===== src/verilog/mcr_pkg.sv =====
// Purpose: Shared constants and types for the modem control block.
// Assumes: One 8-bit register port with 4-bit byte addresses.
// Notes: Flow control registers sit above the status register.
package mcr_pkg;
  // ************************************************
  // Register map
  // ************************************************
  localparam logic [3:0] MCR_OFS = 4'h4;
  localparam logic [3:0] MSR_OFS = 4'h6;
  localparam logic [3:0] FLOW_CTRL_OFS = 4'h8;
  localparam logic [3:0] XON_OFS = 4'h9;
  localparam logic [3:0] XOFF_OFS = 4'hA;
  localparam logic [3:0] FLOW_STAT_OFS = 4'hB;

  // Control register fields.
  localparam int MCR_DTR = 0;
  localparam int MCR_RTS = 1;
  localparam int MCR_AUX1 = 2;
  localparam int MCR_AUX2 = 3;
  localparam int MCR_LOOP = 4;
  localparam int MCR_XANY = 5;
  localparam int MCR_IR = 6;
  localparam int MCR_DIV4 = 7;
  localparam int FLOW_EN = 0;

  // Reset values.
  localparam logic [7:0] MCR_RST = 8'h00;
  localparam logic [7:0] XON_RST = 8'h11;
  localparam logic [7:0] XOFF_RST = 8'h13;

  // ************************************************
  // Timing
  // ************************************************
  localparam logic [1:0] PRESCALE_LAST = 2'h3;
  localparam logic [4:0] IR_PULSE_TICKS = 5'h03;
  localparam logic [4:0] BIT_TICKS = 5'h10;

  // Pin function selected for the shared auxiliary pin.
  typedef enum logic [1:0] {
    PIN_AUX2 = 2'b00,
    PIN_BAUD = 2'b01,
    PIN_RXRDY = 2'b11
  } alt_pin_sel_t;

  // Transmit flow state.
  typedef enum logic {
    FLOW_RUN = 1'b0,
    FLOW_HELD = 1'b1
  } flow_state_t;

  // Modem handshake status, active high.
  typedef struct packed {
    logic dcd;
    logic ri;
    logic dsr;
    logic cts;
  } modem_stat_t;
endpackage


===== src/verilog/modem_ctrl.sv =====
// Purpose: Per-channel modem control register and its channel effects.
// Assumes: Transmitter, receiver, baud generator and FIFOs live outside.
// Notes: Contract
// Contract
// - Bit 7 selects crystal divide by four.
// - Bit 6 selects infrared encode and decode.
// - Infrared idle transmit output held low.
// - Xon-any resumes on any received character except Xoff.
// - Xon or Xoff characters never stored; code stores them while flow control is disabled.
// - Loopback drives serial output to mark.
// - Loopback routes transmit data to receiver.
// - Loopback routes handshake outputs to inputs.
// - Loopback forces handshake output pins high.
// - Receive and transmit interrupts keep working.
// - Loopback status changes come from control bits.
// - Bit 3 drives auxiliary output two, inverted.
// - Shared pin muxed by alternate function select.
// - Auxiliary output one drives no pin.
// - Loopback auxiliary one sets ring status.
// - Bit 1 drives active-low request pin.
// - Bit 0 drives active-low ready pin.
// - Pre-divider works down to a stopped clock.
`timescale 1ns/100ps
module modem_ctrl (
  input wire logic mclk_i,
  input wire logic rst_i,
  input wire logic ce_i,
  input wire logic [3:0] reg_addr_i,
  input wire logic [7:0] reg_wdata_i,
  input wire logic reg_wr_i,
  input wire logic reg_rd_i,
  output logic [7:0] reg_rdata_o,
  output logic baud_ref_tick_o,
  input wire logic tick16_i,
  input wire logic tx_bit_i,
  input wire logic tx_bit_start_i,
  input wire logic tx_idle_i,
  output logic rx_bit_o,
  input wire logic rx_char_valid_i,
  input wire logic [7:0] rx_char_i,
  output logic rx_store_o,
  output logic tx_hold_o,
  input wire logic baud_clock_i,
  input wire logic rx_dma_ready_i,
  input wire logic [1:0] alt_pin_sel_i,
  input wire logic serial_in_pin_i,
  input wire logic cts_n_pin_i,
  input wire logic dsr_n_pin_i,
  input wire logic ri_n_pin_i,
  input wire logic dcd_n_pin_i,
  output logic serial_out_pin_o,
  output logic rts_n_o,
  output logic dtr_n_o,
  output logic aux2_pin_o,
  output logic modem_change_o
);
  // ************************************************
  // Registers and declarations
  // ************************************************
  logic [7:0] modem_control_reg;
  logic flow_en_reg;
  logic [7:0] xon_reg;
  logic [7:0] xoff_reg;
  logic [1:0] prescale_reg;
  logic [4:0] ir_tx_cnt_reg;
  logic [4:0] ir_rx_cnt_reg;
  logic [3:0] delta_reg;
  mcr_pkg::modem_stat_t status_reg;
  mcr_pkg::modem_stat_t status_next;
  mcr_pkg::flow_state_t flow_reg;
  logic [4:0] pins_sync;
  logic loop_on;
  logic ir_on;
  logic rx_pin_high;
  logic is_flow_char;
  logic msr_read;

  assign loop_on = modem_control_reg[mcr_pkg::MCR_LOOP];
  assign ir_on = modem_control_reg[mcr_pkg::MCR_IR];
  assign rx_pin_high = pins_sync[4];
  assign msr_read = reg_rd_i && (reg_addr_i == mcr_pkg::MSR_OFS);
  assign is_flow_char = (rx_char_i == xon_reg) || (rx_char_i == xoff_reg);

  // ************************************************
  // Pin synchronisers
  // ************************************************
  // Serial input idles high; handshake inputs idle high (inactive).
  pin_sync3 #(
    .WIDTH(5),
    .RST_VAL(5'h1F)
  ) u_sync (
    .mclk_i(mclk_i),
    .rst_i(rst_i),
    .ce_i(ce_i),
    .d_i({serial_in_pin_i, dcd_n_pin_i, ri_n_pin_i, dsr_n_pin_i, cts_n_pin_i}),
    .q_o(pins_sync)
  );

  // ************************************************
  // Register port
  // ************************************************
  // Software writes; all fields reset to zero or the default flow characters.
  always_ff @(posedge mclk_i) begin
    if (rst_i) begin
      modem_control_reg <= mcr_pkg::MCR_RST;
      flow_en_reg <= 1'b0;
      xon_reg <= mcr_pkg::XON_RST;
      xoff_reg <= mcr_pkg::XOFF_RST;
    end else if (ce_i && reg_wr_i) begin
      case (reg_addr_i)
        mcr_pkg::MCR_OFS: begin
          modem_control_reg <= reg_wdata_i;
        end
        mcr_pkg::FLOW_CTRL_OFS: begin
          flow_en_reg <= reg_wdata_i[mcr_pkg::FLOW_EN];
        end
        mcr_pkg::XON_OFS: begin
          xon_reg <= reg_wdata_i;
        end
        mcr_pkg::XOFF_OFS: begin
          xoff_reg <= reg_wdata_i;
        end
        default: begin
        end
      endcase
    end
  end

  // Read data stands in the cycle after the strobe; unmapped reads give zero.
  always_ff @(posedge mclk_i) begin
    if (rst_i) begin
      reg_rdata_o <= 8'h00;
    end else if (ce_i) begin
      reg_rdata_o <= 8'h00;
      if (reg_rd_i) begin
        case (reg_addr_i)
          mcr_pkg::MCR_OFS: begin
            reg_rdata_o <= modem_control_reg;
          end
          mcr_pkg::MSR_OFS: begin
            reg_rdata_o <= {status_reg, delta_reg};
          end
          mcr_pkg::FLOW_CTRL_OFS: begin
            reg_rdata_o <= {7'h00, flow_en_reg};
          end
          mcr_pkg::XON_OFS: begin
            reg_rdata_o <= xon_reg;
          end
          mcr_pkg::XOFF_OFS: begin
            reg_rdata_o <= xoff_reg;
          end
          mcr_pkg::FLOW_STAT_OFS: begin
            reg_rdata_o <= {7'h00, flow_reg == mcr_pkg::FLOW_HELD};
          end
          default: begin
            reg_rdata_o <= 8'h00;
          end
        endcase
      end
    end
  end

  // ************************************************
  // Clock pre-divider
  // ************************************************
  // Counts enables rather than edges, so any crystal rate down to a
  // stopped clock is accepted.
  always_ff @(posedge mclk_i) begin
    if (rst_i) begin
      prescale_reg <= 2'h0;
    end else if (ce_i) begin
      prescale_reg <= (prescale_reg == mcr_pkg::PRESCALE_LAST) ? 2'h0 : prescale_reg + 2'h1;
    end
  end

  // Divide by one passes every enable; divide by four every fourth.
  assign baud_ref_tick_o = ce_i &&
    (!modem_control_reg[mcr_pkg::MCR_DIV4] || (prescale_reg == 2'h0));

  // ************************************************
  // Infrared encoder and decoder
  // ************************************************
  // A zero bit is sent as a short high pulse of three 16x ticks.
  always_ff @(posedge mclk_i) begin
    if (rst_i) begin
      ir_tx_cnt_reg <= 5'h00;
    end else if (ce_i) begin
      if (tx_bit_start_i && !tx_bit_i) begin
        ir_tx_cnt_reg <= mcr_pkg::IR_PULSE_TICKS;
      end else if (tick16_i && (ir_tx_cnt_reg != 5'h00)) begin
        ir_tx_cnt_reg <= ir_tx_cnt_reg - 5'h01;
      end
    end
  end

  // A received pulse is stretched over one bit time as a zero.
  always_ff @(posedge mclk_i) begin
    if (rst_i) begin
      ir_rx_cnt_reg <= 5'h00;
    end else if (ce_i) begin
      if (rx_pin_high) begin
        ir_rx_cnt_reg <= mcr_pkg::BIT_TICKS;
      end else if (tick16_i && (ir_rx_cnt_reg != 5'h00)) begin
        ir_rx_cnt_reg <= ir_rx_cnt_reg - 5'h01;
      end
    end
  end

  // ************************************************
  // Serial paths
  // ************************************************
  // Loopback marks the line; infrared idles low, so idle forces zero.
  always_ff @(posedge mclk_i) begin
    if (rst_i) begin
      serial_out_pin_o <= 1'b1;
    end else if (ce_i) begin
      if (loop_on) begin
        serial_out_pin_o <= 1'b1;
      end else if (ir_on) begin
        serial_out_pin_o <= !tx_idle_i && (ir_tx_cnt_reg != 5'h00);
      end else begin
        serial_out_pin_o <= tx_bit_i;
      end
    end
  end

  // Loopback feeds the receiver from the transmitter and drops the pin.
  // Receiver interrupts therefore run unchanged outside this block.
  always_ff @(posedge mclk_i) begin
    if (rst_i) begin
      rx_bit_o <= 1'b1;
    end else if (ce_i) begin
      if (loop_on) begin
        rx_bit_o <= tx_bit_i;
      end else if (ir_on) begin
        rx_bit_o <= (ir_rx_cnt_reg == 5'h00);
      end else begin
        rx_bit_o <= rx_pin_high;
      end
    end
  end

  // ************************************************
  // Handshake and auxiliary pins
  // ************************************************
  // Control bits are inverted onto active-low pins; loopback parks them high.
  // Auxiliary one has no pin at all outside loopback.
  always_ff @(posedge mclk_i) begin
    if (rst_i) begin
      rts_n_o <= 1'b1;
      dtr_n_o <= 1'b1;
      aux2_pin_o <= 1'b1;
    end else if (ce_i) begin
      if (loop_on) begin
        rts_n_o <= 1'b1;
        dtr_n_o <= 1'b1;
        aux2_pin_o <= 1'b1;
      end else begin
        rts_n_o <= !modem_control_reg[mcr_pkg::MCR_RTS];
        dtr_n_o <= !modem_control_reg[mcr_pkg::MCR_DTR];
        case (mcr_pkg::alt_pin_sel_t'(alt_pin_sel_i))
          mcr_pkg::PIN_BAUD: begin
            aux2_pin_o <= baud_clock_i;
          end
          mcr_pkg::PIN_RXRDY: begin
            aux2_pin_o <= rx_dma_ready_i;
          end
          default: begin
            aux2_pin_o <= !modem_control_reg[mcr_pkg::MCR_AUX2];
          end
        endcase
      end
    end
  end

  // ************************************************
  // Modem status
  // ************************************************
  // Loopback takes status from control bits in the customary pairing.
  always_comb begin
    if (loop_on) begin
      status_next.cts = modem_control_reg[mcr_pkg::MCR_RTS];
      status_next.dsr = modem_control_reg[mcr_pkg::MCR_DTR];
      status_next.ri = modem_control_reg[mcr_pkg::MCR_AUX1];
      status_next.dcd = modem_control_reg[mcr_pkg::MCR_AUX2];
    end else begin
      status_next.cts = !pins_sync[0];
      status_next.dsr = !pins_sync[1];
      status_next.ri = !pins_sync[2];
      status_next.dcd = !pins_sync[3];
    end
  end

  always_ff @(posedge mclk_i) begin
    if (rst_i) begin
      status_reg <= '0;
    end else if (ce_i) begin
      status_reg <= status_next;
    end
  end

  // Change flags are sticky and cleared by reading status; a change in the
  // read cycle survives, since losing it would hide an edge.
  always_ff @(posedge mclk_i) begin
    if (rst_i) begin
      delta_reg <= 4'h0;
    end else if (ce_i) begin
      delta_reg <= (msr_read ? 4'h0 : delta_reg) | {
        status_reg.dcd ^ status_next.dcd,
        status_reg.ri && !status_next.ri,
        status_reg.dsr ^ status_next.dsr,
        status_reg.cts ^ status_next.cts};
    end
  end

  assign modem_change_o = |delta_reg;

  // ************************************************
  // Software flow control
  // ************************************************
  // Xoff holds the transmitter; Xon, or any other character with Xon-any, resumes.
  always_ff @(posedge mclk_i) begin
    if (rst_i) begin
      flow_reg <= mcr_pkg::FLOW_RUN;
    end else if (ce_i) begin
      if (!flow_en_reg) begin
        flow_reg <= mcr_pkg::FLOW_RUN;
      end else if (rx_char_valid_i) begin
        if (rx_char_i == xoff_reg) begin
          flow_reg <= mcr_pkg::FLOW_HELD;
        end else if (rx_char_i == xon_reg) begin
          flow_reg <= mcr_pkg::FLOW_RUN;
        end else if (modem_control_reg[mcr_pkg::MCR_XANY]) begin
          flow_reg <= mcr_pkg::FLOW_RUN;
        end
      end
    end
  end

  assign tx_hold_o = (flow_reg == mcr_pkg::FLOW_HELD);

  // With flow control enabled, flow characters are consumed here, never passed to the receive FIFO.
  always_ff @(posedge mclk_i) begin
    if (rst_i) begin
      rx_store_o <= 1'b0;
    end else if (ce_i) begin
      rx_store_o <= rx_char_valid_i && !(flow_en_reg && is_flow_char);
    end else begin
      rx_store_o <= 1'b0;
    end
  end
endmodule


===== src/verilog/pin_sync3.sv =====
// Purpose: Three-stage synchroniser for a group of pin inputs.
// Assumes: Inputs are asynchronous to mclk_i.
// Notes: Output moves only when stages two and three agree.
`timescale 1ns/100ps
module pin_sync3 #(
  parameter int WIDTH = 1,
  parameter logic [WIDTH-1:0] RST_VAL = '1
) (
  input wire logic mclk_i,
  input wire logic rst_i,
  input wire logic ce_i,
  input wire logic [WIDTH-1:0] d_i,
  output logic [WIDTH-1:0] q_o
);
  // ************************************************
  // Per-bit synchroniser chain
  // ************************************************
  genvar gi;
  generate
    for (gi = 0; gi < WIDTH; gi++) begin : g_bit
      logic s1_reg;
      logic s2_reg;
      logic s3_reg;
      // Stage one feeds stage two only, so metastability cannot leak.
      always_ff @(posedge mclk_i) begin
        if (rst_i) begin
          s1_reg <= RST_VAL[gi];
          s2_reg <= RST_VAL[gi];
          s3_reg <= RST_VAL[gi];
          q_o[gi] <= RST_VAL[gi];
        end else if (ce_i) begin
          s1_reg <= d_i[gi];
          s2_reg <= s1_reg;
          s3_reg <= s2_reg;
          if (s2_reg == s3_reg) begin
            q_o[gi] <= s3_reg; // A change counts once both stages agree.
          end
        end
      end
    end
  endgenerate
endmodule

===== config.mk =====
export PLATFORM = sky130hd
export DESIGN_NAME = modem_ctrl
export DESIGN_NICKNAME = d
export VERILOG_FILES = /design/src/verilog/mcr_pkg.sv /design/src/verilog/modem_ctrl.sv /design/src/verilog/pin_sync3.sv
export SDC_FILE = /design/constraint.sdc
export NUM_CORES = 1
export LEC_CHECK = 0
export CAP_MARGIN = 10
export CORE_UTILIZATION = 63
export CTS_CLUSTER_SIZE = 30
export DETAILED_ROUTE_END_ITERATION = 8
export DONT_BUFFER_PORTS = 1
export PLACE_DENSITY = 0.79
export SETUP_SLACK_MARGIN = 0.05
export SYNTH_ARGS = -nofsm -noshare
export SYNTH_HDL_FRONTEND = slang
export SYNTH_SLANG_ARGS = --single-unit

===== constraint.sdc =====
create_clock -name mclk_i -period 1.7 [get_ports mclk_i]
set_input_delay 0.34 -clock mclk_i [delete_from_list [all_inputs] [get_ports mclk_i]]
set_output_delay 0.34 -clock mclk_i [all_outputs]
set_load 0.01 [all_outputs]

=== After elaboration in Yosys (flattened, before gate mapping) ===
Index checks and enable logic that the tools add are counted.

* Memory bits (read-only): 0
* Register bits after elaboration: 80
* Latch bits: 0
* Memories: 0
* Output and inout port bits: 17
* RAM bits: 0

* $mul: 0
* Div/mod/pow operators: 0
* Reduce and logical (&&, ||, !) cells: 44
* Multiplexer cells: 22
* Shifts and indexed selects: 0
* Equality and inequality tests: 18
* $add $sub $neg: 3
* $lt $le $gt $ge: 0
* Bitwise logic cells: 5

{| class="wikitable"
|+ Operators with widths
! kind !! number
|-
| $pmux W8 S6 || 1
|-
| $reduce_and A2 Y1 || 11
|-
| $mux W5 || 4
|-
| $eq A4 B4 Y1 const B || 4
|-
| $eq A8 B8 Y1 || 2
|-
| $logic_not A1 Y1 || 12
|-
| $mux W1 || 12
|-
| $logic_and A1 B1 Y1 || 10
|-
| $reduce_bool A5 Y1 || 2
|-
| $sub A5 B1 Y5 const B || 2
|-
| $eq A4 B3 Y1 const B || 2
|-
| $mux W4 || 2
|-
| $mux W8 || 1
|-
| $eq A1 B1 Y1 || 5
|-
| $logic_not A5 Y1 || 1
|-
| $eq A2 B2 Y1 const B || 2
|-
| $ne A4 B2 Y1 const B || 1
|-
| $or A4 B4 Y4 || 1
|-
| $reduce_bool A2 Y1 || 2
|-
| $reduce_or A4 Y1 || 1
|-
| $reduce_and A3 Y1 || 1
|-
| $xor A1 B1 Y1 || 3
|-
| $add A2 B1 Y2 const B || 1
|-
| $eq A2 B1 Y1 const B || 1
|-
| 7 further kinds || 8
|}

=== Logic depth before layout (Yosys ltp) ===
Gate-level depths: netlist of the first run.

* Depth after elaboration: 5
* Gate-level depth with buffers: 7
* Depth with buffers taken out: 7

=== Modules after synthesis ===
From an unflattened synthesis of the first run, not the netlist that was laid out.

* Cells, all modules: 412
* Area, all modules: 3761.1 um2

{| class="wikitable"
|+ By module, submodules not included
! module !! area an instance (um2) !! cells an instance !! instances
|-
| modem_ctrl || 2965.3 || 335 || 1
|-
| pin_sync3 || 795.8 || 77 || 1
|}

=== Worst setup path before layout of the first run ===
OpenSTA, ideal clock, no wires.

* Path kind: register to register
* Start: reg ir_rx_cnt_reg[0]
* End: reg ir_rx_cnt_reg[3]
* Setup slack: 0.214 ns
* Data required time: 1.585 ns
* Buffers on the path: 0
* Data arrival time: 1.371 ns
* Setup time: 0.115 ns
* Stages on the path, launching flop included: 8
* Cell sequence: dfxtp_1 inv_1 ha_1 nor4b_2 or2_1 nor4_2 xnor2_1 nor2_1

* Longest elaborated chain between the ends: 4
* Elaborated cells on any way between the ends: 7
* Those cells by class: add/sub: 1; mux: 2; reduce/logical: 4

{| class="wikitable"
|+ RTL lines
! item !! RTL line !! text
|-
| from (decl) || modem_ctrl.sv:66 || <nowiki>logic [4:0] ir_rx_cnt_reg;</nowiki>
|-
| from (signal assigned) || modem_ctrl.sv:202 || <nowiki>ir_rx_cnt_reg <= mcr_pkg::BIT_TICKS;</nowiki>
|-
| from (signal assigned) || modem_ctrl.sv:204 || <nowiki>ir_rx_cnt_reg <= ir_rx_cnt_reg - 5'h01;</nowiki>
|-
| parallel branches: the longest is 4 deep, another holds $sub A5 B1 Y5 || -- ||
|}

Parallel ways; which one is timed is not known. The select of a mux whose other input is x is not followed.
A chain may end at the register's enable or synchronous reset.

=== Worst setup path after layout of the first run ===
* Start: reg ir_rx_cnt_reg[1]
* End: reg ir_rx_cnt_reg[3]

The elaborated chain is that of the path after synthesis.

==> results of run 1 <==
-- layer usage --
layer	vias up	GRT usage [%]	share of wire [%]
met2	129	43.74	46
met4	0	11.67	1.4
met3	14	6.782	8.7
li1	1419	-	-
met1	1411	38.37	44
met5	-	0	0
-- power groups by stage --
stage / Combinational (uW) / Sequential, uW / Clock (uW)
floorplan: 278 / 2010 / 0
global placement: 270 / 2030 / 0
detailed placement: 279 / 2030 / 0
CTS: 281 / 1980 / 1530
global route: 327 / 2000 / 1620
finish: 293 / 1990 / 1520
-- worst max-delay path: stages (launching register included) --
cell     delay (ns)
dfxtp_2        0.35
inv_1          0.05
ha_2           0.19
nor4b_4        0.14
or2_1          0.25
nor4_2         0.31
xnor2_1        0.16
nor2_1         0.05
-- timing repair --
item | in CTS | in global routing
resized for setup | 0 | 6
buffers inserted | 0 | 3
endpoints found under the setup margin | 0 | 6
-- through the flow --
step	total power, uW	hold WS [ns]	setup WS (ns)	area [um2]
floorplan	2293	0.4204	0.2143	3710
global placement	2295	0.4155	0.1498	3735
detailed placement	2307	0.4197	0.1186	3735
CTS	3797	0.05217	0.06286	3949
global route	3944	0.05478	0.02015	3993
finish	3796	0.06498	0.08680	3993
-- final cells by class --
cell class / count / area [um2]
well taps: 72 / 90.09
repair buffers: 11 / 82.58
fillers: 439 / 1582
clock inverters: 3 / 65.06
clock buffers: 13 / 148.9
flip-flops and latches: 80 / 1604
multi-input cells: 281 / 1942
inverters: 16 / 60.06
-- synth_stat cells, drive strengths merged (9+ instances only) --
library cell,number
nor2b,18
a22o,9
inv,16
clkbuf,12
nand2,10
o21ai,11
nor2,52
dfxtp,80
a21oi,21
o22ai,9
buf,13
mux2i,25
a22oi,18
nand2b,11
xnor2,19
a211o,17
-- kinds of logic (layout without fill, tap and decap cells) --
logic type	after synthesis	after routing	synth area share, %
and+or+nand+nor	127	127	19.02
AOI/OAI and AO/OA	100	100	18.75
DFF	80	80	43.17
buffers and inverters	41	43	4.992
muxes	26	26	7.049
xor gates and xnor gates	24	24	5.666
adders and majority gates	4	4	1.349
-- final timing paths --
kind / cells after the start / slack (ns) / to
max: 7 / 0.09 / ir_rx_cnt_reg[3]$_SDFFE_PP0P_
min: 1 / 0.06 / prescale_reg[1]$_SDFFE_PP0P_
max reg2reg: 7 / 0.09 / ir_rx_cnt_reg[3]$_SDFFE_PP0P_
min reg2reg: 2 / 0.46 / ir_tx_cnt_reg[4]$_SDFFE_PP0P_
==> results.py, run 1 <==
metrics = {
    "clocking": {
        "holdBufCountCts": 0,
        "clk_pin_slew_ns": 0.07,
        "clockBufferDepth": 2,
        "cts-root-buf": "clkbuf_8",
        "htreeDepth": 3,
        "cts_buffers": 9,
        "tritoncts": "built",
        "cts_num_sinks": 80,
        "worstSkewPairLatency_ns": 0.35,
    },
    "critical_path": {
        "start_kind": "flop",
        "cp.arrival_ns": 1.85,
        "timing.rr.start": "ir_rx_cnt_reg[1]$_SDFFE_PP0P_",
        "required_ns": 1.94,
        "worstSetupStartpoint": "ir_rx_cnt_reg[1]$_SDFFE_PP0P_",
        "crit_path_end_kind": "flop",
        "critPathKind": "reg -> reg",
        "cp_max_fo": 3,
    },
    "timing": {
        "tightest_slew_ns": 0.5678,
        "finClkSkew_ns": 0.01050,
        "max-slew-margin-rel_pct": 62.07,
        "fmax_ghz": 0.6199,
        "setup_tns_ns": 0,
        "final-hold-violation-count": 0,
        "fin_crit_ns": 1.613,
        "rsz0062_at_grt": "yes",
        "finalSetupViolCount": 0,
        "maxSlewViolCount": 0,
        "fin_crit_sh_pct": 94.89,
    },
    "min_path": {
        "worstHoldStart": "rst_i",
        "hold_path_class": "in -> reg",
    },
    "final_layout": {
        "areaGrowthSynthToFinish_pct": 7.622,
        "nNetsFinal": 442,
        "fin_util_pct": 71.63,
        "drive_gt1_share_pct": 9.901,
        "mostFrequentLayoutCell": "dfxtp_1",
        "layout_common_cells": "dfxtp_1, nor2_1, mux2i_1",
        "diodes": 0,
        "final_cells": 476,
    },
    "power_and_ir_drop": {
        "comb_power_share_pct": 7.7,
        "leakagePower_uw": 0.001539,
        "p_sw_uw": 840.7,
        "power_frac_clock_pct": 39.9,
        "peakVddDrop_mv": 0.7752,
        "p_int_uw": 2955,
        "p_per_area_mw_per_mm2": 950.7,
        "swShare_pct": 22.15,
        "seqPwrFrac_pct": 52.4,
    },
    "yosys": {
        "seq_area_frac_synth_pct": 43.17,
        "syn_inst": 402,
        "ys_ff_latch": 80,
        "synth.distinct_cells": 46,
        "ys_warn_count": 0,
        "synthFlopType": "dfxtp_1",
        "ys_async_sr_fraction_pct": 0,
        "syn-cell-area_mm2": 0.003710,
        "yosysTopAreaCellShare_pct": 43.17,
        "synthesis.nets": 445,
        "synth_edf_count": 0,
        "syn_area_per_cell_um2": 9.228,
        "synth_largest_area_cell": "dfxtp_1",
        "synthTopCellsByArea": "dfxtp_1, mux2i_1, nor2_1",
    },
    "route": {
        "post-route-drc-count": 0,
        "first_pass_iters": 6,
        "wire_per_inst_um": 17.94,
        "vias": 2973,
        "drtAntennaViolNets": 0,
        "initialDrtViolationCount": 236,
        "routed_via_density": 6.246,
        "drt_wl_total_um": 8538,
    },
    "status": {
        "status": "finished, final reports clean",
    },
    "global_routing": {
        "first_global_vias": 2728,
        "antenna_found_initial": 0,
        "grt-ovfl-total": 0,
        "grt_max_degree": 71,
        "grt_pass1_wl_um": 13430,
        "grt_use_total_pct": 28.50,
    },
    "die": {
        "fp.dieW_um": 78.74,
        "rows": 27,
        "dieArea_mm2": 0.006199,
        "num_io_pins": 56,
        "die_y_um": 78.74,
        "core_mm2": 0.005574,
        "initial_core_util_pct": 66.55,
    },
    "job": {
        "maxCapViolations": 0,
    },
    "place": {
        "place_hpwl_um": 5796,
        "port_buffers": 0,
        "gp_congestion": 0.9311,
        "place_inst": 457,
    },
}
No activity file was read; power rests on OpenSTA's default activity.
==> run 2, diff against run 1 <==
--- a/config.mk
+++ b/config.mk
@@ -6,11 +6,10 @@
 export NUM_CORES = 1
 export LEC_CHECK = 0
 export CAP_MARGIN = 10
-export CORE_UTILIZATION = 63
+export CORE_UTILIZATION = 30
 export CTS_CLUSTER_SIZE = 30
 export DETAILED_ROUTE_END_ITERATION = 8
 export DONT_BUFFER_PORTS = 1
-export PLACE_DENSITY = 0.79
 export SETUP_SLACK_MARGIN = 0.05
 export SYNTH_ARGS = -nofsm -noshare
 export SYNTH_HDL_FRONTEND = slang
==> run 2 against run 1 <==
  * Die area increased by 110%
  * Hold slack improved by 0.0058 ns
  * Sequential power about the same
  * Clock power increased by 19%
  * Wire length increased by 6.9%
  * Flip-flop and latch count unchanged
  * Total power increased by 7.9%
  * Register-to-register slack improved by 0.09 ns
  * Cell count increased by 15%
  * Count of clock-buffer cells in the layout decreased by 4
  * Combinational power about the same
  * Global-route usage decreased by 13 points
==> results.py, run 2 (synthesized netlist as in run 1, its figures left out) <==
metrics = {
    "die": {
        "die_y_um": 113.2,
        "fp.dieW_um": 113.2,
        "dieArea_mm2": 0.01281,
        "rows": 40,
        "initial_core_util_pct": 30.89,
        "core_mm2": 0.01201,
        "num_io_pins": 56,
    },
    "timing": {
        "fmax_ghz": 0.6302,
        "finClkSkew_ns": 0.007164,
        "fin_crit_sh_pct": 93.34,
        "maxSlewViolCount": 0,
        "rsz0062_at_grt": "yes",
        "setup_tns_ns": 0,
        "final-hold-violation-count": 0,
        "finalSetupViolCount": 0,
        "fin_crit_ns": 1.587,
        "tightest_slew_ns": 0.5400,
        "max-slew-margin-rel_pct": 63.93,
    },
    "critical_path": {
        "cp_num_buf_inv": 0,
        "crit_chain": "or4_4",
        "critPathSlowestCell": "or4_4",
        "cp.arrival_ns": 1.25,
        "crit_family": "simple AND/OR/NAND/NOR gates",
        "cp_max_fo": 3,
        "start_kind": "flop",
        "crit_path_end_kind": "output pin",
        "cpPeakStageDelay_ns": 0.57,
        "required_ns": 1.36,
        "critPathKind": "reg -> out",
    },
    "power_and_ir_drop": {
        "swShare_pct": 24.48,
        "peakVddDrop_mv": 0.4937,
        "power_frac_clock_pct": 44.2,
        "seqPwrFrac_pct": 48.6,
        "p_per_area_mw_per_mm2": 988.2,
        "p_int_uw": 3093,
        "p_sw_uw": 1003,
        "comb_power_share_pct": 7.1,
        "leakagePower_uw": 0.001556,
    },
    "place": {
        "place_hpwl_um": 6592,
        "gp_congestion": 0.8838,
        "port_buffers": 0,
    },
    "clocking": {
        "worstSkewPairLatency_ns": 0.34,
        "htreeDepth": 3,
        "cts_buffers": 9,
        "cts-root-buf": "clkbuf_16",
        "holdBufCountCts": 0,
        "clk_pin_slew_ns": 0.07,
        "clockBufferDepth": 2,
        "cts_num_sinks": 80,
        "tritoncts": "built",
    },
    "final_layout": {
        "areaGrowthSynthToFinish_pct": 11.74,
        "layout_common_cells": "dfxtp_1, nor2_1, mux2i_1",
        "drive_gt1_share_pct": 9.950,
        "nNetsFinal": 440,
        "diodes": 0,
        "mostFrequentLayoutCell": "dfxtp_1",
        "fin_util_pct": 34.51,
    },
    "global_routing": {
        "grt_max_degree": 71,
        "grt-ovfl-total": 0,
        "antenna_found_initial": 0,
        "grt_pass1_wl_um": 15120,
        "grt_use_total_pct": 15.28,
        "first_global_vias": 2851,
    },
    "min_path": {
        "hold_path_class": "in -> reg",
    },
    "route": {
        "post-route-drc-count": 0,
        "drt_wl_total_um": 9129,
        "drtAntennaViolNets": 0,
        "routed_via_density": 5.206,
        "wire_per_inst_um": 16.63,
        "initialDrtViolationCount": 138,
        "vias": 2858,
        "first_pass_iters": 4,
    },
    "status": {
        "status": "finished, final reports clean",
    },
    "job": {
        "maxCapViolations": 0,
    },
}
[run 2: final cells by class]
class	instances	area, um2
fillers	1233	7866
multi-input cells	281	1948
flip-flops and latches	80	1604
clock buffers	9	225.2
well taps	147	183.9
repair buffers	9	67.56
inverters	16	60.06
clock inverters	7	56.30
[run 2: power by group through the flow]
stage | registers (uW) | clock network, uW | logic (uW)
final | 1990 | 1810 | 292
after global routing | 2000 | 1950 | 335
after global placement | 2030 | 0 | 264
after detailed placement | 2030 | 0 | 276
after CTS | 1990 | 1870 | 284
after floorplan | 2010 | 0 | 278
[run 2: path summary, 6_finish.rpt]
kind              cells after the start                                  end  slack [ns]                           startpoint
hold reg to reg                       1  u_sync.g_bit[0].s2_reg$_SDFFE_PP1P_        0.46  u_sync.g_bit[0].s1_reg$_SDFFE_PP1P_
setup reg to reg                      7        ir_rx_cnt_reg[3]$_SDFFE_PP0P_        0.18        ir_rx_cnt_reg[0]$_SDFFE_PP0P_
setup / recovery                      1                       modem_change_o        0.11            delta_reg[0]$_SDFFE_PP0P_
hold / removal                        1        ir_tx_cnt_reg[1]$_SDFFE_PP0P_        0.07                                rst_i
[run 2: through the flow]
step | hold slack, ns | setup WS, ns | power (uW) | instance area [um2] | cells
3_3_place_gp | 0.4210 | 0.1663 | 2293 | 3814 | 530
2_1_floorplan | 0.4204 | 0.2143 | 2293 | 3710 | 402
4_1_cts | 0.06074 | 0.05745 | 4146 | 4124 | 549
6_report | 0.07077 | 0.1133 | 4096 | 4145 | 549
3_5_place_dp | 0.4229 | 0.05952 | 2308 | 3814 | 530
5_1_grt | 0.06326 | 0.02954 | 4282 | 4145 | 549
[run 2: timing repair]
| item | in CTS | in global routing |
|---|---|---|
| pin swaps | 3 | 1 |
| setup buffers | 3 | 0 |
| setup endpoints to repair | 2 | 7 |
| resized for setup | 3 | 3 |
[run 2: metal layers]
layer  global-route usage, %  vias up  wire length (um)
li1                        -     1414                 -
met1                   18.74     1352              3978
met2                   24.42       81              4316
met3                   5.624       11               689
met4                   5.702        0               144
met5                       0        -                 0
